[src/design/wwt_params.svh]
// Constants for the watchdog and wakeup timer unit
`ifndef WWT_PARAMS_SVH
`define WWT_PARAMS_SVH
`define WWT_CLK_HZ        125000000
`define WWT_LF_HZ         32000
`define WWT_LF_DIV_CYC    (`WWT_CLK_HZ / `WWT_LF_HZ)
`define WWT_TICK_DEF_US   125
`define WWT_ADDR_DATA_HI  8'hab
`define WWT_ADDR_DATA_LO  8'hac
`define WWT_ADDR_CTRL     8'had
`define WWT_ADDR_TICK_DIVIDER   8'hb5
`define WWT_RST_DATA      8'h00
`define WWT_RST_CTRL      4'h0
`define WWT_RST_TICK_DIVIDER    8'h03
`define WWT_CTRL_DIR_BIT  3
`define WWT_CTRL_BUSY_BIT 4
`define WWT_IA_WDOG       3'h0
`define WWT_IA_UPPER      3'h1
`define WWT_IA_LATCH_LO   3'h2
`define WWT_IA_COUNTER    3'h3
`define WWT_IA_CFG_A      3'h4
`define WWT_IA_CFG_B      3'h5
`define WWT_STAT_TMR_BIT  8
`define WWT_PINS_PER_CFG  4
`define WWT_FLT_CNT_1     7'h02
`define WWT_FLT_CNT_2     7'h08
`define WWT_FLT_CNT_3     7'h40
`endif

[src/design/wwt_pkg.sv]
// Types for the watchdog and wakeup timer unit
package wwt_pkg;
  typedef enum logic {
    XS_IDLE,
    XS_PEND
  } wwt_xfer_state_t;

  typedef struct packed {
    logic [1:0] edge_sel;
    logic [1:0] filt_sel;
  } wwt_pin_cfg_t;

  typedef struct packed {
    logic [7:0] addr;
    logic [7:0] wdata;
    logic       wr;
    logic       rd;
  } wwt_sfr_req_t;
endpackage

[src/design/wwt_top.sv]
// Watchdog, wakeup timer and pin wakeup logic behind four SFRs
`include "wwt_params.svh"

module wwt_top #(
  parameter int unsigned LF_DIV = `WWT_LF_DIV_CYC,
  parameter int unsigned NPIN   = 6
) (
  input  wire logic                i_clk,
  input  wire logic                i_rstn,
  input  wire wwt_pkg::wwt_sfr_req_t i_sfr,
  output logic [7:0]               o_sfr_rdata,
  input  wire logic [NPIN-1:0]     i_port0_pin,
  input  wire logic                i_mcu_sleep,
  output logic                     o_wakeup_interrupt,
  output logic                     o_force_wake,
  output logic                     o_wdt_reset
);
  import wwt_pkg::*;

  logic [11:0]     lf_cnt_reg;
  logic            lf_en_reg;
  logic [7:0]      tick_divider_reg;
  logic [7:0]      tick_cnt_reg;
  logic            tick_reg;
  logic [7:0]      data_hi_reg;
  logic [7:0]      data_lo_reg;
  logic [3:0]      ctrl_reg;
  wwt_xfer_state_t xs_reg;
  logic            busy;
  logic            ctrl_acc;
  logic            exec;
  logic            exec_wr;
  logic            exec_rd;
  logic [2:0]      ia;
  logic [15:0]     data16;
  logic [15:0]     rd_next;
  logic            wd_active_reg;
  logic [15:0]     wd_cnt_reg;
  logic [23:0]     latch_reg;
  logic [23:0]     wcnt_reg;
  logic            wen_reg;
  logic            skip_reg;
  logic            wake_evt;
  logic [3:0]      gtimer_reg;
  logic [3:0]      gt_cnt_reg;
  logic            fp_en;
  wwt_pin_cfg_t    cfg_reg [NPIN];
  logic [NPIN-1:0] pin_evt;
  logic [NPIN-1:0] pstat_reg;
  logic            tstat_reg;
  logic            stat_clr;

  assign busy     = (xs_reg == XS_PEND);
  assign ctrl_acc = i_sfr.wr && (i_sfr.addr == `WWT_ADDR_CTRL) && !busy;
  assign exec     = busy && lf_en_reg;
  assign exec_wr  = exec && ctrl_reg[`WWT_CTRL_DIR_BIT];
  assign exec_rd  = exec && !ctrl_reg[`WWT_CTRL_DIR_BIT];
  assign ia       = ctrl_reg[2:0];
  assign data16   = {data_hi_reg, data_lo_reg};
  assign stat_clr = exec_rd && ((ia == `WWT_IA_CFG_A) || (ia == `WWT_IA_CFG_B));

  // Slow clock as an enable; 125 MHz is no whole multiple, rate is 0.006% fast
  always_ff @(posedge i_clk) begin
    if (!i_rstn) begin
      lf_cnt_reg <= 12'h000;
      lf_en_reg  <= 1'b0;
    end else if (lf_cnt_reg == 12'(LF_DIV - 1)) begin
      lf_cnt_reg <= 12'h000;
      lf_en_reg  <= 1'b1;
    end else begin
      lf_cnt_reg <= lf_cnt_reg + 12'h001;
      lf_en_reg  <= 1'b0;
    end
  end

  // Tick generator
  always_ff @(posedge i_clk) begin
    if (!i_rstn) begin
      tick_cnt_reg <= 8'h00;
      tick_reg     <= 1'b0;
    end else begin
      tick_reg <= 1'b0;
      if (lf_en_reg) begin
        if (tick_cnt_reg >= tick_divider_reg) begin
          tick_cnt_reg <= 8'h00;
          tick_reg     <= 1'b1;
        end else begin
          tick_cnt_reg <= tick_cnt_reg + 8'h01;
        end
      end
    end
  end

  always_ff @(posedge i_clk) begin
    if (!i_rstn) begin
      tick_divider_reg <= `WWT_RST_TICK_DIVIDER;
    end else if (i_sfr.wr && (i_sfr.addr == `WWT_ADDR_TICK_DIVIDER)) begin
      tick_divider_reg <= i_sfr.wdata;
    end
  end

  // Data registers; a bus write beats a completing read transfer
  always_ff @(posedge i_clk) begin
    if (!i_rstn) begin
      data_hi_reg <= `WWT_RST_DATA;
      data_lo_reg <= `WWT_RST_DATA;
    end else begin
      if (i_sfr.wr && (i_sfr.addr == `WWT_ADDR_DATA_HI)) begin
        data_hi_reg <= i_sfr.wdata;
      end else if (exec_rd) begin
        data_hi_reg <= rd_next[15:8];
      end
      if (i_sfr.wr && (i_sfr.addr == `WWT_ADDR_DATA_LO)) begin
        data_lo_reg <= i_sfr.wdata;
      end else if (exec_rd) begin
        data_lo_reg <= rd_next[7:0];
      end
    end
  end

  // Control writes while busy are dropped
  always_ff @(posedge i_clk) begin
    if (!i_rstn) begin
      ctrl_reg <= `WWT_RST_CTRL;
      xs_reg   <= XS_IDLE;
    end else begin
      unique case (xs_reg)
        XS_IDLE: begin
          if (ctrl_acc) begin
            ctrl_reg <= i_sfr.wdata[3:0];
            xs_reg   <= XS_PEND;
          end
        end
        XS_PEND: begin
          if (lf_en_reg) begin
            xs_reg <= XS_IDLE;
          end
        end
      endcase
    end
  end

  // Indirect read mux; reserved addresses read zero
  always_comb begin
    rd_next = 16'h0000;
    unique case (ia)
      `WWT_IA_WDOG:     rd_next = wd_cnt_reg;
      `WWT_IA_UPPER:    rd_next = {wcnt_reg[23:16], latch_reg[23:16]};
      `WWT_IA_LATCH_LO: rd_next = latch_reg[15:0];
      `WWT_IA_COUNTER:  rd_next = wcnt_reg[15:0];
      `WWT_IA_CFG_A,
      `WWT_IA_CFG_B: begin
        rd_next[`WWT_STAT_TMR_BIT] = tstat_reg;
        rd_next[NPIN-1:0]          = pstat_reg;
      end
      default:          rd_next = 16'h0000;
    endcase
  end

  always_ff @(posedge i_clk) begin
    if (!i_rstn) begin
      o_sfr_rdata <= 8'h00;
    end else if (i_sfr.rd) begin
      unique case (i_sfr.addr)
        `WWT_ADDR_DATA_HI: o_sfr_rdata <= data_hi_reg;
        `WWT_ADDR_DATA_LO: o_sfr_rdata <= data_lo_reg;
        `WWT_ADDR_CTRL:    o_sfr_rdata <= {3'h0, busy, ctrl_reg};
        `WWT_ADDR_TICK_DIVIDER:  o_sfr_rdata <= tick_divider_reg;
        default:           o_sfr_rdata <= 8'h00;
      endcase
    end
  end

  // Watchdog; armed when the first transfer lands so a first load never races it
  always_ff @(posedge i_clk) begin
    if (!i_rstn) begin
      wd_active_reg <= 1'b0;
    end else if (exec) begin
      wd_active_reg <= 1'b1;
    end
  end

  always_ff @(posedge i_clk) begin
    if (!i_rstn) begin
      wd_cnt_reg  <= 16'h0000;
      o_wdt_reset <= 1'b0;
    end else begin
      o_wdt_reset <= 1'b0;
      if (exec_wr && (ia == `WWT_IA_WDOG)) begin
        wd_cnt_reg <= data16;
      end else if (tick_reg && wd_active_reg) begin
        if (wd_cnt_reg == 16'h0000) begin
          o_wdt_reset <= 1'b1;
        end else begin
          wd_cnt_reg <= wd_cnt_reg - 16'h0001;
        end
      end
    end
  end

  // Wake latch
  always_ff @(posedge i_clk) begin
    if (!i_rstn) begin
      latch_reg  <= 24'h000000;
      gtimer_reg <= 4'h0;
    end else if (exec_wr && (ia == `WWT_IA_UPPER)) begin
      latch_reg[23:16] <= data_lo_reg;
      gtimer_reg       <= data_hi_reg[3:0];
    end else if (exec_wr && (ia == `WWT_IA_LATCH_LO)) begin
      latch_reg[15:0] <= data16;
    end
  end

  // Wake counter; first tick after a load is swallowed for the N+1..N+2 window
  assign wake_evt = tick_reg && wen_reg && !skip_reg && (wcnt_reg == 24'h000000);

  always_ff @(posedge i_clk) begin
    if (!i_rstn) begin
      wcnt_reg <= 24'h000000;
      wen_reg  <= 1'b0;
      skip_reg <= 1'b0;
    end else if (exec_wr && (ia == `WWT_IA_LATCH_LO)) begin
      wcnt_reg <= {latch_reg[23:16], data16};
      wen_reg  <= 1'b1;
      skip_reg <= 1'b1;
    end else if (exec_wr && (ia == `WWT_IA_COUNTER)) begin
      wen_reg <= 1'b0;
    end else if (tick_reg && wen_reg) begin
      if (skip_reg) begin
        skip_reg <= 1'b0;
      end else if (wake_evt) begin
        wcnt_reg <= latch_reg;
      end else begin
        wcnt_reg <= wcnt_reg - 24'h000001;
      end
    end
  end

  // Filter pulse prescaler set by the filter timer latch
  assign fp_en = lf_en_reg && (gt_cnt_reg >= gtimer_reg);

  always_ff @(posedge i_clk) begin
    if (!i_rstn) begin
      gt_cnt_reg <= 4'h0;
    end else if (fp_en) begin
      gt_cnt_reg <= 4'h0;
    end else if (lf_en_reg) begin
      gt_cnt_reg <= gt_cnt_reg + 4'h1;
    end
  end

  function automatic logic [6:0] flt_len(input logic [1:0] code);
    logic [6:0] n;
    n = 7'h00;
    unique case (code)
      2'h0: n = 7'h00;
      2'h1: n = `WWT_FLT_CNT_1;
      2'h2: n = `WWT_FLT_CNT_2;
      2'h3: n = `WWT_FLT_CNT_3;
    endcase
    return n;
  endfunction

  // Per-pin wakeup path
  for (genvar i = 0; i < NPIN; i++) begin : g_pin
    localparam int unsigned SL = (i % `WWT_PINS_PER_CFG) * 4;
    localparam logic [2:0] CA = (i < `WWT_PINS_PER_CFG) ? `WWT_IA_CFG_A : `WWT_IA_CFG_B;
    logic       s1_reg;
    logic       s2_reg;
    logic       filt_reg;
    logic [6:0] fcnt_reg;
    logic       e1_reg;
    logic       e2_reg;
    logic       rise;
    logic       fall;

    always_ff @(posedge i_clk) begin
      if (!i_rstn) begin
        s1_reg <= 1'b0;
        s2_reg <= 1'b0;
      end else begin
        s1_reg <= i_port0_pin[i];
        s2_reg <= s1_reg;
      end
    end

    always_ff @(posedge i_clk) begin
      if (!i_rstn) begin
        cfg_reg[i] <= '0;
      end else if (exec_wr && (ia == CA)) begin
        cfg_reg[i] <= data16[SL+3:SL];
      end
    end

    // Change must persist for the selected pulse count
    always_ff @(posedge i_clk) begin
      if (!i_rstn) begin
        filt_reg <= 1'b0;
        fcnt_reg <= 7'h00;
      end else if (fp_en) begin
        if (s2_reg == filt_reg) begin
          fcnt_reg <= 7'h00;
        end else if ((fcnt_reg + 7'h01) >= flt_len(cfg_reg[i].filt_sel)) begin
          filt_reg <= s2_reg;
          fcnt_reg <= 7'h00;
        end else begin
          fcnt_reg <= fcnt_reg + 7'h01;
        end
      end
    end

    always_ff @(posedge i_clk) begin
      if (!i_rstn) begin
        e1_reg <= 1'b0;
        e2_reg <= 1'b0;
      end else if (lf_en_reg) begin
        e1_reg <= filt_reg;
        e2_reg <= e1_reg;
      end
    end

    assign rise       = e1_reg && !e2_reg && cfg_reg[i].edge_sel[0];
    assign fall       = !e1_reg && e2_reg && cfg_reg[i].edge_sel[1];
    assign pin_evt[i] = lf_en_reg && (rise || fall);

    always_ff @(posedge i_clk) begin
      if (!i_rstn) begin
        pstat_reg[i] <= 1'b0;
      end else begin
        pstat_reg[i] <= (pstat_reg[i] && !stat_clr) || pin_evt[i];
      end
    end
  end

  // Set wins over the read-clear
  always_ff @(posedge i_clk) begin
    if (!i_rstn) begin
      tstat_reg <= 1'b0;
    end else begin
      tstat_reg <= (tstat_reg && !stat_clr) || wake_evt;
    end
  end

  always_ff @(posedge i_clk) begin
    if (!i_rstn) begin
      o_wakeup_interrupt <= 1'b0;
      o_force_wake       <= 1'b0;
    end else begin
      o_wakeup_interrupt <= wake_evt || (|pin_evt);
      o_force_wake       <= i_mcu_sleep && (tstat_reg || (|pstat_reg));
    end
  end

  // Busy length counted here; one slow period is too long for a delay range
  logic [12:0] busy_cyc_reg;

  always_ff @(posedge i_clk) begin
    if (!i_rstn) begin
      busy_cyc_reg <= 13'h0000;
    end else if (busy && (busy_cyc_reg != 13'h1fff)) begin
      busy_cyc_reg <= busy_cyc_reg + 13'h0001;
    end else if (!busy) begin
      busy_cyc_reg <= 13'h0000;
    end
  end
endmodule

[config.mk]
export PLATFORM = sky130hd
export DESIGN_NAME = wwt_top
export DESIGN_NICKNAME = d
export VERILOG_FILES = /design/src/design/wwt_pkg.sv /design/src/design/wwt_top.sv
export VERILOG_INCLUDE_DIRS = /design/src /design/src/design
export SDC_FILE = /design/constraint.sdc
export NUM_CORES = 1
export LEC_CHECK = 0
export ABC_AREA = 1
export BUFFER_PORTS_ARGS = -buffer_cell sky130_fd_sc_hd__buf_4
export CAP_MARGIN = 15
export CORE_ASPECT_RATIO = 1.25
export CORE_UTILIZATION = 68
export DETAILED_ROUTE_END_ITERATION = 12
export GPL_ROUTABILITY_DRIVEN = 0
export MAX_ROUTING_LAYER = met4
export PLACE_DENSITY = 0.86
export SETUP_SLACK_MARGIN = 0.15
export SKIP_LAST_GASP = 1
export SYNTH_ARGS = -nofsm -noshare
export SYNTH_HDL_FRONTEND = slang
export SYNTH_SLANG_ARGS = --single-unit
[constraint.sdc]
create_clock -name i_clk -period 3.8 [get_ports i_clk]
set_input_delay 0.76 -clock i_clk [delete_from_list [all_inputs] [get_ports i_clk]]
set_output_delay 0.76 -clock i_clk [all_outputs]
set_load 0.02 [all_outputs]
=== Word level (Yosys, flattened, before mapping) ===
Memory sizes are Yosys's and may differ from the RTL's.
Cells that the tools add are included.

* Register bits after elaboration: 216
* Memories kept: 1
* Bits in writable memories: 24
* Word-level logic and storage cells: 338
* Output and inout bits: 11

* Reduce and logical (&&, ||, !) cells: 122
* $lt $le $gt $ge: 8
* $add $sub $neg: 11
* Multiplexer cells: 78
* Bitwise operators: 16
* Equal/unequal tests: 37

{| class="wikitable"
|+ Memories
! name !! depth !! bits a word !! read ports !! clocked after Yosys merged registers in !! write ports !! RTL line !! RTL
|-
| cfg_reg || 6 || 4 || 6 || 0 || 6 || wwt_top.sv:47 || <nowiki>wwt_pin_cfg_t cfg_reg [NPIN];</nowiki>
|}

{| class="wikitable"
|+ Operators by type and width
! kind !! count
|-
| 2-to-1 mux 7 bit || 30
|-
| case mux 7 bit (4 select lines) || 7
|-
| 2-to-1 mux 24 bit || 5
|-
| logical AND 1 bit || 58
|-
| 2-to-1 mux 16 bit || 3
|-
| adder 7 x 1 -> 7 bit (second input constant) || 6
|-
| greater-or-equal comparator 7 bit || 6
|-
| 2-to-1 mux 8 bit || 5
|-
| equality test 8 bit (second input constant) || 4
|-
| case mux 8 bit (4 select lines) || 1
|-
| case mux 6 bit (5 select lines) || 1
|-
| equality test 2 bit (second input constant) || 12
|-
| zero test 24 bit || 1
|-
| 2-to-1 mux 4 bit || 6
|-
| subtractor 24 x 1 -> 24 bit (second input constant) || 1
|-
| AND reduction 3 bit || 7
|-
| 2-to-1 mux 1 bit || 17
|-
| zero test 1 bit || 16
|-
| zero test 16 bit || 1
|-
| logical OR 1 bit || 16
|-
| subtractor 16 x 1 -> 16 bit (second input constant) || 1
|-
| adder 12 x 1 -> 12 bit (second input constant) || 1
|-
| equality test 12 bit (second input constant) || 1
|-
| equality test 2 x 1 -> 1 bit (second input constant) || 6
|-
| 22 further kinds || 60
|}

=== Longest topological paths before layout ===
Gate-level depths: netlist of run 1.

* Depth after elaboration: 8
* Gate-level depth with buffers: 13

=== Worst setup path after synthesis of run 1 ===
No wires, ideal clock.

* Path type: input -> register
* From: input i_rstn
* To: memory cfg_reg[0][0] (netlist bit), enable pin
* Path slack: 1.200 ns
* Data arrival time: 2.135 ns
* Data required time: 3.335 ns
* Stages: 4
* Path through: clkbuf_1 clkbuf_1 clkbuf_1 o21ai_0

{| class="wikitable"
|+ RTL lines
! what !! RTL line !! RTL
|-
| start, declared || wwt_top.sv:9 || <nowiki>input wire logic i_rstn,</nowiki>
|-
| end, declared || wwt_top.sv:47 ||
|}

=== Worst setup path in the final report of run 1 ===
* From: register ctrl_reg[0]
* To: register wcnt_reg[6]

* Cells in the longest elaborated chain, start to end: 4

{| class="wikitable"
|+ RTL lines
! what !! RTL line !! RTL
|-
| start, declared || wwt_top.sv:27 || <nowiki>logic [3:0] ctrl_reg;</nowiki>
|-
| start signal, assigned || wwt_top.sv:124 || <nowiki>ctrl_reg <= `WWT_RST_CTRL;</nowiki>
|-
| start signal, assigned || wwt_top.sv:130 || <nowiki>ctrl_reg <= i_sfr.wdata[3:0];</nowiki>
|-
| equality test 3 x 2 -> 1 bit || - ||
|-
| logical AND 1 bit (on tied branches) || wwt_top.sv:222, wwt_top.sv:226 ||
|-
| != test 2 bit (no line), or another cell as far along || - ||
|-
| AND reduction 3 bit (no line) || - ||
|-
| end signal, assigned || wwt_top.sv:223 || <nowiki>wcnt_reg <= {latch_reg[23:16], data16};</nowiki>
|-
| end signal, assigned || wwt_top.sv:232 || <nowiki>wcnt_reg <= latch_reg;</nowiki>
|-
| end signal, assigned || wwt_top.sv:234 || <nowiki>wcnt_reg <= wcnt_reg - 24'h000001;</nowiki>
|-
| end, declared || wwt_top.sv:40 || <nowiki>logic [23:0] wcnt_reg;</nowiki>
|}

Several ways; a longest one is shown, not always the timed one.
A chain may end at the register's enable or synchronous reset.

==> flow_summary.yaml, run 1 <==
worst_setup_path:
  rrSetupSlack_ns: 1.36
  crit_family: "simple AND/OR/NAND/NOR gates"
  ff2ff_path_depth: 10
  path_cells: "nor2_4, nand2_2, nor2_8, inv_4, nand2_2, inv_2, nand2_1, nand2_1, inv_1, a21oi_1"
  crit_arrival_ns: 2.89
  reg2reg_to: "wcnt_reg[6]"
  cpPeakStageDelay_ns: 0.56
  end_kind: "register"
  worstPathMaxFanout: 36
  cp_slowest_cell: "dfxtp_1"
  timing.critical_path.buf_inv: 3
  cp.required_ns: 4.24
  start_kind: "register"
  worstSetupPathType: "register to register"
  r2r_start: "ctrl_reg[0]"
clock_network:
  cts_setup_buffers: 0
  clk_pin_slew_ns: 0.07
  clk_path_buf_depth: 3
  clk_latency_ns: 0.53
  cts_tree: "yes"
  clock-root-buffer: "clkbuf_16"
  cts_resized: 0
  numCtsBuffers: 24
  clkSinkCount: 240
  cts-htree-levels: 1
  hold_buffers: 0
placed_design:
  dpl.cell_count: 2068
  io_buffers: 37
  placed_area_um2: 13100
  hpwl_mm: 24.8
  pre_cts_ws_ns: 1.26
detailed_routing:
  wirelength_mm: 35.3
  drt_first_iter_violations: 1390
  drt-pass1-iter-count: 7
  drt.antenna.violating_nets: 0
  drc: 0
  vias: 12600
  wire_per_inst_um: 16.7
  avgViaCountPerCell: 5.97
final_layout:
  drive_above_1_share_pct: 7.06
  register_area_um2: 5040
  multi_input_area_um2: 6410
  final_cell_mix: "nand2_1, inv_1, dfxtp_1, nor2_1, a21oi_1"
  area_growth_pct: 9.59
  n_fill_cell: 1390
  design_area_um2: 14000
  diodes: 0
  layout_commonest_cell: "nand2_1"
  num-nets-final: 1937
  largest_reg_flops: 42
  stdcell_count: 2112
  utilization_pct: 76.7
die:
  die_area_um2: 19300
  die_y_um: 155
  ios: 38
  initial_utilization_pct: 70.0
  rows: 55
  die_w_um: 125
  core_area_um2: 18200
yosys:
  ys.flop_type: "dfxtp_1"
  synthSimpleGateAreaFrac_pct: 28.6
  syn_area_per_cell_um2: 6.91
  synth_top_area_cell: "dfxtp_1"
  muxShareOfSynthArea_pct: 0.0784
  yosysSeqAreaShare_pct: 39.5
  synth_compound_area_share_pct: 14.3
  ys_warn_count: 0
  synth_top_family_by_area: "simple AND/OR/NAND/NOR gates"
  synth_top_area_share_pct: 33.9
  synth_xor_area_share_pct: 2.88
  synth_area_leaders: "dfxtp_1, nand2_1, inv_1"
  synthAdderAreaFrac_pct: 4.31
  synth.distinct_cells: 46
  syn_area_um2: 12800
  syn-num-nets: 1919
  synthArstFlopShare_pct: 0
  synth_seq_cells: 240
  postSynthCellCount: 1848
  synth-edff-count: 24
sta:
  max_freq_ghz: 0.410
  period_minus_slack_ns: 2.44
  setup_viol: 0
  hold_violations: 0
  fin_crit_sh_pct: 64.3
  finalClockSkew_ns: 0.0142
  drv_slew: 0
  worstMarginPinSlew_ns: 1.20
  rsz0062_at_grt: "false"
  whs_ns: 0.419
  worst_slack_ns: 1.36
  fin_tns_setup_ns: 0
  maxSlewHeadroom_pct: 19.0
power_and_ir_drop:
  swShare_pct: 21.4
  clkPwrFrac_pct: 49.3
  total_power_mw: 5.36
  power_frac_comb_pct: 2.6
  seqPwrFrac_pct: 48.1
  powerDensity_nw_per_um2: 383
  internal_power_mw: 4.22
  ir_worst_vdd_mv: 0.488
  power.leakage_nw: 6.24
  p_sw_mw: 1.15
hold_path:
  hp-start: "i_port0_pin[5]"
  whs_path_depth: 3
  hp-class: "input pin to register"
  holdPathEnd: "g_pin[5].s1_reg"
job:
  drv_cap: 0
global_routing:
  grt_max_degree: 52
  grt_first_pass_wirelength_mm: 57.5
  grt-ovfl-total: 0
  track_usage_pct: 37.4
  antenna_found_initial: 0
  first_global_vias: 12100
status:
  run_status: "completed"
==> cell type report <==
type | instances | share of cell area, %
Tap cell | 228 | 2.04
Inverter | 275 | 7.41
Clock inverter | 12 | 1.36
Timing Repair Buffer | 46 | 2.47
Multi-Input combinational cell | 1279 | 45.8
Clock buffer | 32 | 4.87
Sequential cell | 240 | 36.1
==> power groups by stage <==
stage          registers [mW]  logic (mW)  clock network [mW]
2_1_floorplan            2.63      0.0813                   0
3_3_place_gp             2.64       0.131                   0
3_5_place_dp             2.64       0.135                   0
4_1_cts                  2.58       0.137                2.63
5_1_grt                  2.58       0.153                2.74
6_report                 2.58       0.140                2.64
==> tightest hold or removal path, delay by kind of cell <==
| kind | cells | cell delay, ns |
|---|---|---|
| buffers and inverters | 2 | 0.12 |
| and+or+nand+nor | 1 | 0.04 |
==> layer usage <==
layer  GRT usage, %  share of wire, %
met5              -                 0
met4           23.6               7.2
met3           6.12               8.3
met2           62.6                47
met1           41.5                37
==> cell usage after synthesis, types with 11 or more instances <==
cell / number
a21oi_1: 157
buf_2: 18
clkbuf_1: 24
dfxtp_1: 216
edfxtp_1: 24
ha_1: 44
inv_1: 261
nand2_1: 427
nand3_1: 136
nand4_1: 20
nor2_1: 199
nor3_1: 19
o211ai_1: 11
o21ai_0: 119
o21ai_1: 12
o22ai_1: 29
xnor2_1: 12
xor2_1: 30
==> worst max-delay path by stage <==
stage	from	endpoint	slack [ns]	depth (start not counted)
floorplan	i_rstn	cfg_reg[0][0]	1.20	4
global placement	i_rstn	g_pin[2].fcnt_reg[2]	1.34	5
detailed placement	i_sfr[16]	data_hi_reg[5]	1.26	10
CTS	gtimer_reg[3]	g_pin[2].fcnt_reg[5]	1.38	11
global route	gtimer_reg[3]	g_pin[2].fcnt_reg[5]	1.10	11
finish	ctrl_reg[0]	wcnt_reg[6]	1.36	10
==> cell families after synthesis <==
family / Yosys count
compound gates: 344
xor+xnor: 42
fa+ha+maj: 44
buf+inv: 329
flops: 240
mux: 1
simple gates: 848
Power figures use the tool's default switching activity.
==> run 2, diff against run 1 <==
Settings changed: CORE_UTILIZATION 68 to 57, PLACE_DENSITY 0.86 to 0.77.
Clock period 3.8 ns to 2 ns, I/O delays scaled along.
==> run 2 against run 1 <==
Compared with the run above:
- register-to-register slack got worse by 1.2 ns
- hold slack worse by 0.36 ns
- fmax rose by 30%
- via count is 2.0% higher
- global-route usage is 5.4 points lower
- clock power increased by 94%
- combinational power increased by 130%
- largest power group unchanged
- die area up 19%
- sequential cell count stayed put
- count of clock-buffer cells in the layout shrank 5
==> flow_summary.yaml, run 2 (synthesis gave the netlist of run 1 again) <==
sta:
  fin_tns_setup_ns: 0
  drv_slew: 0
  whs_ns: 0.0615
  fin_crit_sh_pct: 93.8
  maxSlewHeadroom_pct: 65.7
  hold_violations: 0
  setup_viol: 0
  worstMarginPinSlew_ns: 0.511
  max_freq_ghz: 0.533
  rsz0062_at_grt: "true"
  finalClockSkew_ns: 0.0130
  period_minus_slack_ns: 1.88
final_layout:
  stdcell_count: 2243
  n_fill_cell: 1706
  layout_commonest_cell: "nand2_1"
  num-nets-final: 2016
  largest_reg_flops: 42
  multi_input_area_um2: 6940
  final_cell_mix: "nand2_1, inv_1, dfxtp_1, nor2_1, a21oi_1"
  register_area_um2: 5100
  utilization_pct: 70.8
  diodes: 0
  area_growth_pct: 20.7
  drive_above_1_share_pct: 17.8
worst_setup_path:
  cpPeakStageDelay_ns: 0.36
  start_kind: "register"
  crit_family: "simple AND/OR/NAND/NOR gates"
  end_kind: "register"
  worstPathMaxFanout: 5
  timing.critical_path.buf_inv: 2
  cp_slowest_cell: "dfxtp_4"
  cp.required_ns: 2.47
  worstSetupPathType: "register to register"
  crit_arrival_ns: 2.34
  path_cells: "ha_4, inv_1, ha_1, nand2_1, nand3_1, nand2_1, nand3_1, nand2_2, nand2_2, inv_2, nand2_4, o21ai_1"
placed_design:
  io_buffers: 37
  hpwl_mm: 25.9
  dpl.cell_count: 2170
global_routing:
  first_global_vias: 11900
  grt_max_degree: 58
  track_usage_pct: 31.9
  grt-ovfl-total: 0
  antenna_found_initial: 0
  grt_first_pass_wirelength_mm: 56.9
die:
  core_area_um2: 21800
  die_y_um: 169
  die_w_um: 136
  ios: 38
  rows: 60
  initial_utilization_pct: 58.6
  die_area_um2: 23000
status:
  run_status: "completed"
clock_network:
  clk_latency_ns: 0.54
  numCtsBuffers: 25
  cts_tree: "yes"
  clkSinkCount: 240
  cts-htree-levels: 1
  clock-root-buffer: "clkbuf_16"
  clk_pin_slew_ns: 0.07
  clk_path_buf_depth: 3
detailed_routing:
  vias: 12900
  drt.antenna.violating_nets: 0
  wirelength_mm: 38.3
  drc: 0
  drt_first_iter_violations: 1236
  avgViaCountPerCell: 5.73
  wire_per_inst_um: 17.1
  drt-pass1-iter-count: 6
power_and_ir_drop:
  power_frac_comb_pct: 3.2
  clkPwrFrac_pct: 49.5
  seqPwrFrac_pct: 47.4
  power.leakage_nw: 6.83
  ir_worst_vdd_mv: 0.754
  swShare_pct: 22.0
  p_sw_mw: 2.27
  internal_power_mw: 8.06
  powerDensity_nw_per_um2: 670
hold_path:
  hp-class: "input pin to register"
job:
  drv_cap: 0
==> run 2: changes by cell type in the layout (fill, tap and decap cells not counted), moves of 16 or more <==
cell,change
nand2_1,-25
buf_4,+57
nand2_2,+17
dfxtp_1,-29
dfxtp_2,+21
o21ai_0,-28
nor2_1,-16
==> run 2: final cells by class <==
class | instances | area share (%)
Inverter | 275 | 6.82
Timing Repair Buffer | 124 | 6.99
Multi-Input combinational cell | 1279 | 45.1
Sequential cell | 240 | 33.1
Clock buffer | 27 | 4.11
Clock inverter | 19 | 1.66
Tap cell | 279 | 2.26
==> run 2: final timing paths <==
check / start / endpoint / slack (ns) / cells after the start
hold / removal: i_port0_pin[4] / g_pin[4].s1_reg / 0.06 / 3
setup / recovery: g_pin[1].fcnt_reg[1] / g_pin[1].fcnt_reg[0] / 0.12 / 12
hold reg to reg: g_pin[4].s1_reg / g_pin[4].s2_reg / 0.43 / 2
setup reg to reg: g_pin[1].fcnt_reg[1] / g_pin[1].fcnt_reg[0] / 0.12 / 12
==> run 2: what timing repair did <==
action	CTS	global route
gates cloned	0	3
hold buffers	0	0
endpoints found under the setup margin	46	96
resized for setup	57	160
setup buffers	10	14
pin swaps	14	56
==> run 2: worst min-delay path: cells and delay by family <==
family	cells	cell delay [ns]
buffers and inverters	2	0.12
and+or+nand+nor	1	0.04
==> run 2: power by group through the flow <==
stage | Combinational (mW) | Clock [mW] | Sequential [mW]
floorplan | 0.155 | 0 | 5.00
global placement | 0.273 | 0 | 5.01
detailed placement | 0.277 | 0 | 5.01
CTS | 0.286 | 5.13 | 4.90
global route | 0.355 | 5.31 | 4.89
finish | 0.328 | 5.11 | 4.89
==> run 2: per-layer routing <==
| layer | up-vias | track usage [%] | wire, um |
|---|---|---|---|
| li1 | 6160 | - | - |
| met1 | 5955 | 35.8 | 14300 |
| met2 | 562 | 53.8 | 18800 |
| met3 | 178 | 4.54 | 2800 |
| met4 | 0 | 18.7 | 2430 |
| met5 | - | - | 0 |
==> run 2: per-stage QoR <==
stage | setup slack, ns | cell area, um2 | power, mW
3_5_place_dp | -0.0746 | 13600 | 5.29
6_report | 0.124 | 15400 | 10.3
4_1_cts | 0.135 | 14700 | 10.3
2_1_floorplan | 0.207 | 12800 | 5.16
3_3_place_gp | 0.0541 | 13600 | 5.28
5_1_grt | 0.0585 | 15400 | 10.6
==> run 3, diff against run 2 <==
Settings changed: CORE_UTILIZATION 57 to 51, PLACE_DENSITY 0.77 to 0.7.
==> run 3 against run 2 <==
Compared with the run above:
- register-to-register slack gained 0.06 ns
- clock skew grew 0.0040 ns
- final cell count grew 2.8%
- first-iteration DRC count shrank 16%
- largest power group unchanged
- worst setup slack gained 0.056 ns
- fmax grew 3.1%
==> flow_summary.yaml, run 3 (synthesis gave the netlist of run 1 again) <==
clock_network:
  cts_tree: "yes"
  clk_path_buf_depth: 3
  clock-root-buffer: "clkbuf_16"
  cts-htree-levels: 1
  clk_latency_ns: 0.54
  clkSinkCount: 240
  hold_buffers: 0
  numCtsBuffers: 26
  clk_pin_slew_ns: 0.06
final_layout:
  utilization_pct: 63.8
  diodes: 0
  largest_reg_flops: 42
  design_area_um2: 15600
  layout_commonest_cell: "nand2_1"
  drive_above_1_share_pct: 17.9
  area_growth_pct: 22.4
  num-nets-final: 2027
  n_fill_cell: 2117
  final_cell_mix: "nand2_1, inv_1, dfxtp_1, nor2_1, a21oi_1"
die:
  ios: 38
  initial_utilization_pct: 52.1
  core_area_um2: 24500
  die_area_um2: 25700
  die_w_um: 144
  die_y_um: 179
  rows: 64
power_and_ir_drop:
  powerDensity_nw_per_um2: 690
  seqPwrFrac_pct: 45.4
  internal_power_mw: 8.51
  power.leakage_nw: 6.88
  swShare_pct: 21.1
  clkPwrFrac_pct: 51.6
  power_frac_comb_pct: 3.0
  ir_worst_vdd_mv: 0.718
  p_sw_mw: 2.27
detailed_routing:
  drt-pass1-iter-count: 6
  drc: 0
  vias: 12500
  drt.antenna.violating_nets: 0
  wire_per_inst_um: 16.5
  avgViaCountPerCell: 5.44
  drt_first_iter_violations: 1037
  wirelength_mm: 38.0
global_routing:
  grt_first_pass_wirelength_mm: 57.6
  grt-ovfl-total: 0
  track_usage_pct: 29.3
  first_global_vias: 11500
  antenna_found_initial: 0
  grt_max_degree: 42
placed_design:
  io_buffers: 37
  hpwl_mm: 26.1
  placed_area_um2: 13700
sta:
  finalClockSkew_ns: 0.0170
  maxSlewHeadroom_pct: 59.2
  whs_ns: 0.0497
  drv_slew: 0
  worstMarginPinSlew_ns: 0.607
  rsz0062_at_grt: "true"
  fin_crit_sh_pct: 91.0
  period_minus_slack_ns: 1.82
  hold_violations: 0
  max_freq_ghz: 0.549
  setup_viol: 0
hold_path:
  hp-class: "input pin to register"
worst_setup_path:
  start_kind: "register"
  worstPathMaxFanout: 5
  r2r_start: "g_pin[1].fcnt_reg[0]"
  crit_arrival_ns: 2.29
  end_kind: "register"
  reg2reg_to: "g_pin[1].fcnt_reg[5]"
  crit_end: "g_pin[1].fcnt_reg[5]"
  cp.required_ns: 2.47
  crit_start: "g_pin[1].fcnt_reg[0]"
  rrSetupSlack_ns: 0.18
  worstSetupPathType: "register to register"
  ff2ff_path_depth: 11
status:
  run_status: "completed"
job:
  drv_cap: 0
## run 3: cell types whose count changed in the layout (fill, tap and decap cells not counted), sizes merged
cell / delta
clkbuf: +4
inv: -2
clkinvlp: -2
buf: +9
bufinv: +2
clkinv: +1
## run 3: worst min-delay path by stage
stage	start	endpoint	slack [ns]	cells after the start
detailed placement	g_pin[1].s1_reg	g_pin[1].s2_reg	0.41	2
global placement	g_pin[4].s1_reg	g_pin[4].s2_reg	0.40	2
finish	i_port0_pin[0]	g_pin[0].s1_reg	0.05	3
global route	i_port0_pin[1]	g_pin[1].s1_reg	0.05	3
floorplan	g_pin[0].s1_reg	g_pin[0].s2_reg	0.39	2
CTS	i_port0_pin[5]	g_pin[5].s1_reg	0.04	3
## run 3: cell type report
class	count	area [um2]	share of cell area [%]
Multi-Input combinational cell	1279	6930	44.3
Sequential cell	240	5090	32.6
Timing Repair Buffer	132	1140	7.28
Inverter	275	1060	6.80
Clock buffer	32	704	4.51
Tap cell	330	413	2.64
Clock inverter	16	277	1.77
Timing Repair inverter	2	15.0	0.0961
## run 3: per-layer routing
layer / share of wire, % / global-route usage [%]
met5: 0 / -
met4: 6.1 / 16.8
met2: 48 / 48.4
met1: 39 / 34.1
met3: 6.4 / 4.01
## run 3: metrics by stage
stage / std cells / TNS [ns] / power, mW / setup WS (ns)
floorplan: 1848 / 0 / 5.16 / 0.207
global placement: 2224 / 0 / 5.28 / 0.0372
detailed placement: 2224 / -0.163 / 5.29 / -0.0424
CTS: 2283 / 0 / 10.8 / 0.120
global route: 2306 / 0 / 11.1 / 0.00550
finish: 2306 / 0 / 10.8 / 0.180
## run 3: what timing repair did
item	in CTS	in global routing
cloned	0	6
resized for setup	50	161
pin swaps	15	54
buffers inserted	11	17
endpoints found under the setup margin	55	100
## run 3: worst max-delay path, stage by stage (launching register included)
cell and delay (ns):
dfxtp_2 0.35, buf_4 0.14, nand3_2 0.12, xnor2_2 0.19
ha_1 0.31, nand2_1 0.08, nand3_1 0.08, nand2_1 0.09
nand2_2 0.09, inv_2 0.09, nand2_4 0.08, o21ai_1 0.14
## run 3: power groups by stage
stage	combinational (mW)	clock, mW	sequential (mW)
2_1_floorplan	0.155	0	5.00
3_3_place_gp	0.275	0	5.01
3_5_place_dp	0.278	0	5.01
4_1_cts	0.290	5.62	4.90
5_1_grt	0.354	5.86	4.89
6_report	0.329	5.56	4.89
